$ cat config.mk
export PLATFORM = sky130hd
export DESIGN_NAME = cspsw_top
export DESIGN_NICKNAME = d
export VERILOG_FILES = /design/src/hdl/cspsw_pkg.sv /design/src/hdl/cspsw_top.sv /design/src/hdl/cspsw_follow_err.sv
export VERILOG_INCLUDE_DIRS = /design/src /design/src/hdl
export SDC_FILE = /design/constraint.sdc
export NUM_CORES = 1
export LEC_CHECK = 0
export BUFFER_PORTS_ARGS = -buffer_cell sky130_fd_sc_hd__buf_2
export CORE_MARGIN = 4
export CORE_UTILIZATION = 25
export DETAILED_ROUTE_END_ITERATION = 8
export PLACE_DENSITY_LB_ADDON = 0.12
export SLEW_MARGIN = 5
export SYNTH_ARGS = -nofsm -noshare
export SYNTH_HDL_FRONTEND = slang
export SYNTH_SLANG_ARGS = --single-unit
$ cat constraint.sdc
create_clock -name sys_clk -period 8.6 [get_ports sys_clk]
set_input_delay 2.15 -clock sys_clk [delete_from_list [all_inputs] [get_ports sys_clk]]
set_output_delay 2.15 -clock sys_clk [all_outputs]
set_load 0.01 [all_outputs]
$ cat src/hdl/cspsw_params.svh
// Constants for the position mode drive status word builder
// Functional notes
// - Bit 15 follows torque limit reached
// - Bit 13 sets on deviation over window
// - Bit 13 clears only on alarm 10h/30h clear
// - Bit 12 zero unless enabled and excited
// - Bit 12 zero on halt, stop, limit
// - Bit 11 is OR of limit functions
// - Bit 9 set after initialization done
// - Bit 4 follows main power applied
`ifndef CSPSW_PARAMS_SVH
`define CSPSW_PARAMS_SVH
`define CSPSW_ADDR_STATUS      4'h0
`define CSPSW_ADDR_CTRL        4'h1
`define CSPSW_ADDR_FE_WINDOW   4'h2
`define CSPSW_ADDR_DEVIATION   4'h3
`define CSPSW_BIT_TLR          15
`define CSPSW_BIT_FOLLOW_ERR   13
`define CSPSW_BIT_TGT_IGNORED  12
`define CSPSW_BIT_INT_LIMIT    11
`define CSPSW_BIT_REMOTE       9
`define CSPSW_BIT_WARNING      7
`define CSPSW_BIT_VOLTAGE      4
`define CSPSW_BIT_HALT         8
`define CSPSW_ALARM_DEVIATION  8'h10
`define CSPSW_ALARM_OVERLOAD   8'h30
`define CSPSW_CTRL_RESET       16'h0000
`define CSPSW_WINDOW_RESET     32'h0000_0000
`define CSPSW_STATE_OP_ENABLED 7'h37
`define CSPSW_STATE_MASK       7'h6f
`endif

$ cat src/hdl/cspsw_pkg.sv
// Types shared by the status word builder
package cspsw_pkg;
  typedef struct packed {
    logic fw_sensor;
    logic rv_sensor;
    logic fw_block;
    logic rv_block;
    logic soft_limit;
    logic mech_limit;
  } cspsw_limits_t;

  typedef struct packed {
    logic       valid;
    logic [7:0] code;
  } cspsw_alarm_clr_t;

  typedef enum logic [1:0] {
    CSPSW_FE_IDLE  = 2'b00,
    CSPSW_FE_ERROR = 2'b01
  } cspsw_fe_state_t;
endpackage

$ cat src/hdl/cspsw_top.sv
// Drive status word builder for cyclic synchronous position mode
//
// Design decisions made here: strobed register access and the placing of the registers.
`timescale 1ns/1ps
`include "cspsw_params.svh"
module cspsw_top
  import cspsw_pkg::*;
(
  input  wire logic             sys_clk,
  input  wire logic             rst,
  input  wire logic [3:0]       reg_addr,
  input  wire logic [31:0]      reg_wdata,
  input  wire logic             reg_wr,
  input  wire logic             reg_rd,
  output logic [31:0]           reg_rdata,
  input  wire logic [6:0]       drive_state_bits,
  input  wire logic             motor_excited,
  input  wire logic             torque_limit_reached,
  input  wire logic [31:0]      position_deviation,
  input  wire cspsw_alarm_clr_t alarm_clr,
  input  wire cspsw_limits_t    limits,
  input  wire logic             stop_input,
  input  wire logic             init_done,
  input  wire logic             info_present,
  input  wire logic             main_power,
  output logic                  target_accept,
  output logic [15:0]           drive_status_word
);
  logic [15:0] ctrl_q;
  logic [15:0] ctrl_d;
  logic [31:0] window_q;
  logic [31:0] window_d;
  logic [15:0] status_q;
  logic [15:0] status_d;
  logic [31:0] rdata_q;
  logic [31:0] rdata_d;
  logic        remote_q;
  logic        remote_d;
  logic        follow_err;
  logic        int_limit;
  logic        op_enabled;
  logic        halt;

  cspsw_follow_err u_fe (
    .sys_clk    (sys_clk),
    .rst        (rst),
    .deviation  (position_deviation),
    .window     (window_q),
    .alarm_clr  (alarm_clr),
    .follow_err (follow_err)
  );

  // Register file: control word from master, following error window
  always_comb begin
    ctrl_d   = ctrl_q;
    window_d = window_q;
    rdata_d  = 32'h0000_0000;
    if (reg_wr) begin
      case (reg_addr)
        `CSPSW_ADDR_CTRL:      ctrl_d   = reg_wdata[15:0];
        `CSPSW_ADDR_FE_WINDOW: window_d = reg_wdata;
        default:               ctrl_d   = ctrl_q;
      endcase
    end
    if (reg_rd) begin
      case (reg_addr)
        `CSPSW_ADDR_STATUS:    rdata_d = {16'h0000, status_q};
        `CSPSW_ADDR_CTRL:      rdata_d = {16'h0000, ctrl_q};
        `CSPSW_ADDR_FE_WINDOW: rdata_d = window_q;
        `CSPSW_ADDR_DEVIATION: rdata_d = position_deviation;
        default:               rdata_d = 32'h0000_0000;
      endcase
    end
  end

  always_ff @(posedge sys_clk) begin
    if (rst) begin
      ctrl_q   <= `CSPSW_CTRL_RESET;
      window_q <= `CSPSW_WINDOW_RESET;
      rdata_q  <= 32'h0000_0000;
    end else begin
      ctrl_q   <= ctrl_d;
      window_q <= window_d;
      rdata_q  <= rdata_d;
    end
  end

  assign reg_rdata = rdata_q;

  // Status word assembly
  always_comb begin
    halt       = ctrl_q[`CSPSW_BIT_HALT];
    int_limit  = |limits;
    op_enabled = (drive_state_bits & `CSPSW_STATE_MASK) == `CSPSW_STATE_OP_ENABLED;
    // Remote is sticky: once initialized it stays set until reset
    remote_d   = remote_q | init_done;
    status_d   = 16'h0000;
    status_d[6:0]                  = drive_state_bits;
    status_d[`CSPSW_BIT_TLR]       = torque_limit_reached;
    status_d[`CSPSW_BIT_FOLLOW_ERR] = follow_err;
    status_d[`CSPSW_BIT_TGT_IGNORED] = op_enabled && motor_excited
                                     && !halt && !stop_input && !int_limit;
    status_d[`CSPSW_BIT_INT_LIMIT] = int_limit;
    status_d[`CSPSW_BIT_REMOTE]    = remote_q;
    status_d[`CSPSW_BIT_WARNING]   = info_present;
    status_d[`CSPSW_BIT_VOLTAGE]   = main_power;
  end

  always_ff @(posedge sys_clk) begin
    if (rst) begin
      status_q <= 16'h0000;
      remote_q <= 1'b0;
    end else begin
      status_q <= status_d;
      remote_q <= remote_d;
    end
  end

  assign drive_status_word = status_q;
  // Target positions are taken only while bit 12 is set
  assign target_accept = status_q[`CSPSW_BIT_TGT_IGNORED];

  torque_bit_a: assert property (@(posedge sys_clk) disable iff (rst)
    ##1 drive_status_word[15] == $past(torque_limit_reached)) else $error("bit 15 wrong");
  follow_bit_a: assert property (@(posedge sys_clk) disable iff (rst)
    ##1 drive_status_word[13] == $past(follow_err)) else $error("bit 13 wrong");
  target_off_a: assert property (@(posedge sys_clk) disable iff (rst)
    !motor_excited || !op_enabled |=> !drive_status_word[12]) else $error("bit 12 set");
  halt_block_a: assert property (@(posedge sys_clk) disable iff (rst)
    halt || stop_input || int_limit |=> !drive_status_word[12]) else $error("bit 12 on halt");
  limit_bit_a: assert property (@(posedge sys_clk) disable iff (rst)
    ##1 drive_status_word[11] == $past(|limits)) else $error("bit 11 wrong");
  remote_bit_a: assert property (@(posedge sys_clk) disable iff (rst)
    init_done |=> ##1 drive_status_word[9]) else $error("remote not set");
  warn_bit_a: assert property (@(posedge sys_clk) disable iff (rst)
    ##1 drive_status_word[7] == $past(info_present)) else $error("bit 7 wrong");
  volt_bit_a: assert property (@(posedge sys_clk) disable iff (rst)
    ##1 drive_status_word[4] == $past(main_power)) else $error("bit 4 wrong");
  unused_bits_a: assert property (@(posedge sys_clk) disable iff (rst)
    drive_status_word[14] == 1'b0 && drive_status_word[10] == 1'b0
    && drive_status_word[8] == 1'b0) else $error("unused bit set");
endmodule

$ cat src/hdl/cspsw_follow_err.sv
// Following error flag with alarm-clear based release
`timescale 1ns/1ps
`include "cspsw_params.svh"
module cspsw_follow_err
  import cspsw_pkg::*;
(
  input  wire logic             sys_clk,
  input  wire logic             rst,
  input  wire logic [31:0]      deviation,
  input  wire logic [31:0]      window,
  input  wire cspsw_alarm_clr_t alarm_clr,
  output logic                  follow_err
);
  cspsw_fe_state_t state_q;
  cspsw_fe_state_t state_d;
  logic            over;
  logic            rel;

  function automatic logic [31:0] abs32(input logic [31:0] v);
    abs32 = v[31] ? (~v + 32'h0000_0001) : v;
  endfunction

  always_comb begin
    over = abs32(deviation) > window;
    rel  = alarm_clr.valid && (alarm_clr.code == `CSPSW_ALARM_DEVIATION ||
                               alarm_clr.code == `CSPSW_ALARM_OVERLOAD);
    state_d = state_q;
    case (state_q)
      CSPSW_FE_IDLE: begin
        if (over) begin
          state_d = CSPSW_FE_ERROR;
        end
      end
      CSPSW_FE_ERROR: begin
        // A fresh excess in the clear cycle keeps the flag set
        if (rel && !over) begin
          state_d = CSPSW_FE_IDLE;
        end
      end
      default: state_d = CSPSW_FE_IDLE;
    endcase
  end

  always_ff @(posedge sys_clk) begin
    if (rst) begin
      state_q <= CSPSW_FE_IDLE;
    end else begin
      state_q <= state_d;
    end
  end

  assign follow_err = (state_q == CSPSW_FE_ERROR);

  fe_sets_a: assert property (@(posedge sys_clk) disable iff (rst)
    over |=> follow_err) else $error("following error not set");
  fe_holds_a: assert property (@(posedge sys_clk) disable iff (rst)
    follow_err && !rel |=> follow_err) else $error("following error dropped");
endmodule

; ---- Word-level counts from Yosys, hierarchy flattened
; Index checks and enable logic that the tools add are counted.
[word_totals]
romBits = 0
ff_bits = 98
out_inout_bits = 49
in_bits = 100
ramBits = 0
latch_bits = 0
mem_count = 0
elab_cells = 36
[op_classes]
n_eq_ne = 8
magnitude_cmp = 1
bitwise_logic = 3
mul = 0
n_reduce_logical = 11
addsub = 1
mux = 5
div_mod_pow = 0
shift = 0
[op_table]
columns = operator, count
row1 = $pmux W32 S4, 1
row2 = $add A32 B1 Y32 const B, 1
row3 = $gt A32 B32 Y1, 1
row4 = $mux W32, 1
row5 = $not A32 Y32, 1
row6 = $eq A4 B2 Y1 const B, 2
row7 = $eq A8 B5 Y1 const B, 1
row8 = $eq A8 B6 Y1 const B, 1
row9 = $reduce_and A2 Y1, 3
row10 = $reduce_or A6 Y1, 1
row11 = $eq A4 B1 Y1 const B, 1
row12 = $logic_not A4 Y1, 1
row13 = $mux W2, 2
row14 = $ne A2 B1 Y1 const B, 2
row15 = $pmux W2 S2, 1
row16 = $eq A2 B1 Y1 const B, 1
row17 = $logic_and A1 B1 Y1, 2
row18 = $logic_not A2 Y1, 1
row19 = $reduce_or A2 Y1, 1
row20 = $logic_not A1 Y1, 1
row21 = $logic_or A1 B1 Y1, 1
row22 = $not A1 Y1, 1
row23 = $or A1 B1 Y1, 1

; ---- Longest topological paths before layout
[depth]
depth_word = 8
ltp_mapped = 13
ltp_nobuf = 13

; ---- Modules after synthesis
; A second synthesis with hierarchy kept.
[unflattened]
cells_unflattened = 613
hier_area_um2 = 5126.2
[by_module_without_submodules]
columns = module, cells_each, seq_area_each_um2, n_inst, area_per_inst_um2
row1 = cspsw_top, 404, 1861.8, 1, 3623.5
row2 = cspsw_follow_err, 209, 20.0, 1, 1502.7

; ---- Worst setup path before layout
; OpenSTA, ideal clock, no wires.
[synth_timing]
path_type = input-to-reg
from = input port position_deviation[0]
to = register u_fe.state_q[0]
required_time_ns = 8.467
t_arrival_ns = 4.834
stages = 13
path_buffers = 0
slack_ns = 3.634
cell_sequence = inv_1 > ha_1 > or4b_2 > nor2_1 > nand2_1 > o31ai_1 > xnor2_1 > ha_1 > a21oi_1 > nand2_1 > a221o_1 > o311ai_0 > nand3_1
[synth_between]
elab_chain_cells = 8
[synth_lines]
columns = item, line
row1 = from (decl), cspsw_top.sv:19  ; input wire logic [31:0] position_deviation,
row2 = $not A32 Y32, cspsw_follow_err.sv:20  ; abs32 = v[31] ? (~v + 32'h0000_0001) : v;
row3 = $add A32 B1 Y32, cspsw_follow_err.sv:20
row4 = $mux W32 (*), cspsw_follow_err.sv:20
row5 = $gt A32 B32 Y1 (*), cspsw_follow_err.sv:24  ; over = abs32(deviation) > window;
row6 = $logic_not A1 Y1, cspsw_follow_err.sv:36  ; if (rel && !over) begin
row7 = $logic_and A1 B1 Y1, cspsw_follow_err.sv:36
row8 = $ne A2 B1 Y1 (no source line), -
row9 = $reduce_and A2 Y1 (no source line) (*), -
row10 = to (signal assigned), cspsw_follow_err.sv:48  ; state_q <= state_d;
row11 = to (decl), cspsw_follow_err.sv:14  ; cspsw_fe_state_t state_q;
; Mark *: on every way between the ends. The rest lies on a longest branch, timed or not.
; A chain may end at the register's enable or synchronous reset.

; ---- Final worst setup path
; Ends and elaborated chain as after synthesis.

==> impl_results.md <==
- Ports: 149
- Delay-heaviest family, CP: simple AND/OR/NAND/NOR gates
- Residual DRC: 0
- Crit path cell chain: buf_2, inv_1, ha_1, or4b_2, nor2_1, nand2_1, o31ai_1, xnor2_1, ha_1, nand4_1, nor2_1, a221o_1, o311ai_0, nand3_1
- Switching Power: 0.000248 W
- Slew HR: 29.2%
- Number of vias per cell: 4.78
- Layout Skew: 5.58 ps
- Synth Area in Simple Gates: 19.6%
- # clock sinks: 94
- Num CTS Buffers: 9
- Reg area: 0.00188 mm^2
- Design area: 0.00602 mm^2
- Vias in the first global route: 4743
- CTS tree: yes
- Per-cell routed wire length: 16.0 um
- WP depth: 14
- # Post-CTS Setup Buffers: 0
- Cells after Synth: 583
- CP startpoint: position_deviation[0]
- Ratio of cells with drive above 1 in the final layout: 24.1%
- RSZ-0062 raised after global routing: false
- Setup crit start kind: input pin
- Period minus WS final: 5210 ps
- H-tree levels: 3
- P_leak: 2.28 nW
- Fin nets: 841
- Core Rows: 50
- TNS Setup: 0 ps
- Vias post-DR: 4529
- HP Class: reg2reg
- Cell taking the most area after synthesis: dfxtp_1
- DRT antenna net count: 0
- Reg2reg setup slack: 6610 ps
- End of the critical path: u_fe.state_q[0]$_SDFFE_PP0P_
- Total wire length: 15.1 mm
- Dpl hpwl: 11.1 mm
- Fin crit share: 60.6%
- Worst-Skew Late Latency: 350 ps
- DR pass1 iterations: 4
- Setup crit end kind: flop
- CTS Buffer Depth: 2
- Root Buffer: clkbuf_16
- Power Dens Cells: 170 mW/mm^2
- Most area-consuming cells after synthesis: dfxtp_1, nand2_1, ha_1
- Synth top area share: 39.5%
- Die Y: 146 um
- Largest net degree at the start of global routing: 64
- Core Area: 0.0187 mm^2
- Drt initial violations: 237
- Post-synthesis adder-cell area fraction: 8.66%
- Kind of critical path: in2reg
- Sw Ratio: 24.2%
- Comb power frac: 12.9%
- Mean Syn Cell Area: 8.17 um^2
- Initial core utilization: 25.5%
- Clock power share: 43.6%
- Total gr overflow: 0
- Mapped cell area: 0.00477 mm^2
- CP max-delay cell: or4b_2
- Sequential share of power: 43.5%
- Reg2Reg Launch Point: window_q[7]$_SDFFE_PP0P_
- Area of the multi-input gates: 0.00263 mm^2
- CP Data Required Time: 8820 ps
- Hold Fails Final Rpt: 0
- Max stage delay on crit path: 680 ps
- Largest family of logic cells by synthesized area: compound AO/OA/AOI/OAI gates
- Max frequency: 0.192 GHz
- CTS clock-pin slew for the worst setup and hold paths: 60 ps
- Post-DP Area: 0.00569 mm^2
- Hold_buf cts: 0
- First-pass GRT wire length: 24.4 mm
- IO buf count: 139
- Post-synthesis cell type count: 39
- Total track usage: 14.4%
- FF-to-FF End: u_fe.state_q[0]$_SDFFE_PP0P_
- Multiplexer area fraction after synthesis: 0%
- Yosys reg bits: 94
- Path depth of the worst reg2reg path: 7
- Area growth syn-to-layout: 26.4%
- Max_cap viols: 0
- Worst EP arrival: 5430 ps
- Complex-gate fraction of the synthesized area: 20.8%
- Buffers & Inverters on Critical Path: 2
- Post-Synth XOR/XNOR Area: 5.33%
- Max-slew violations: 0
- Synth warnings: 0
- Critical path peak fanout: 4
- Status: complete, no violations
- GPL Wtd Cong: 0.753
- Worst IR drop on VDD: 0.0000926 V
- Die Area: 0.0213 mm^2
- Cell internal pwr: 0.000778 W
- Post-synthesis sequential area ratio: 39.5%
- Initial antenna violation count: 2
- Number of fill cells in the layout: 2014
- Worst Tran Pin Value: 1060 ps
- Post-CTS Resized: 0
- # setup viols final: 0
- Die Wd: 146 um
worst reg2reg max path, stage by stage (launching register included):
cell,delay [ps]
dfxtp_1,350
inv_1,60
ha_1,320
a21oi_1,150
o21ai_0,150
a221o_1,330
o311ai_0,370
nand3_1,120
cells in the final DEF, fill, tap and decap left out, types with 8 or more instances in the layout:
cell       count
ha_1          33
buf_2        139
o31ai_1        9
inv_1         34
dfxtp_1       94
a21oi_1       79
nor2_1        25
xnor2_1       28
buf_4          8
a22oi_1       44
o21ai_0       13
clkbuf_16      9
nor2b_1       12
nand3_1        8
nand4_1       10
nand2_1      115
registers in the layout (all words and copies together), names as in the netlist:
register,cells
remote_q,1
reg_rdata,32
u_fe.state_q,1
drive_status_word,12
ctrl_q,16
window_q,32
per-stage QoR:
step	std cells	utilization, %	hold slack (ps)	setup slack, ps	power, W
finish	948	32.2	455	3390	0.00103
global route	948	32.2	480	3110	0.00107
CTS	947	32.2	456	3390	0.00104
detailed placement	931	30.4	447	3030	0.000589
global placement	931	30.4	439	3040	0.000586
floorplan	587	-	427	3630	0.000532
power groups by stage:
stage	clock network (W)	logic, W	registers [W]
6_report	0.000448	0.000132	0.000447
5_1_grt	0.000477	0.000149	0.000448
4_1_cts	0.000463	0.000133	0.000447
3_5_place_dp	0	0.000132	0.000457
3_3_place_gp	0	0.000130	0.000457
2_1_floorplan	0	0.0000742	0.000458
cell families (layout without fill, tap and decap cells):
group                    after synthesis  count (layout)
buffers and inverters                 71             197
XOR/XNOR                              29              29
adder cells (fa/ha/maj)               33              33
flip-flops                            94              94
other                                  1               6
AND/OR/NAND/NOR                      196             196
AO/OA/AOI/OAI                        159             159
synth_stat cells:
cell type  count
ha_1          33
conb_1         1
a21o_1         3
a221o_1        2
nand4_1       10
or4_4          1
buf_4          5
nor4_1         5
xor2_1         1
nand2b_1       1
and3_1         2
dfxtp_1       94
or4_1          5
a2111oi_0      2
nand2_1      115
buf_2          1
o21ai_0       13
o211ai_1       1
o41ai_2        2
or4b_2         1
nor2_1        25
nand4bb_1      1
inv_1         34
o41ai_1        3
nor4_4         1
nand4_2        1
nand3b_1       1
clkbuf_1      31
a21oi_1       79
o311ai_0       1
xnor2_1       28
nor4b_2        2
a22oi_1       44
and2_0         2
nor3_1         2
nor2b_1       12
o31ai_1        9
nor3_4         1
nand3_1        8
how the worst min path moves through the flow:
stage	start	to	slack [ps]	cells after the start
after floorplan	remote_q$_SDFF_PP0_	remote_q$_SDFF_PP0_	430	2
after global placement	remote_q$_SDFF_PP0_	remote_q$_SDFF_PP0_	440	2
after detailed placement	ctrl_q[6]$_SDFFE_PP0P_	ctrl_q[6]$_SDFFE_PP0P_	450	2
after CTS	ctrl_q[6]$_SDFFE_PP0P_	ctrl_q[6]$_SDFFE_PP0P_	460	2
after global routing	remote_q$_SDFF_PP0_	drive_status_word[9]$_SDFF_PP0_	480	1
final	ctrl_q[8]$_SDFFE_PP0P_	ctrl_q[8]$_SDFFE_PP0P_	450	2
cell type report:
class | instances | share of cell area [%]
diodes | 1 | 0.0415
clock buffers | 13 | 4.49
clock inverters | 3 | 1.08
inverters | 34 | 2.12
multi-input cells | 422 | 43.6
flip-flops and latches | 94 | 31.2
well taps | 234 | 4.86
repair buffers | 147 | 12.5
per-layer routing:
layer	routed length, um	up-vias	global-route usage, %
li1	-	2277	-
met1	6710	2117	17.4
met2	7300	117	24.6
met3	921	16	3.82
met4	207	2	4.99
met5	12	-	0
Power figures use the tool's default switching activity.
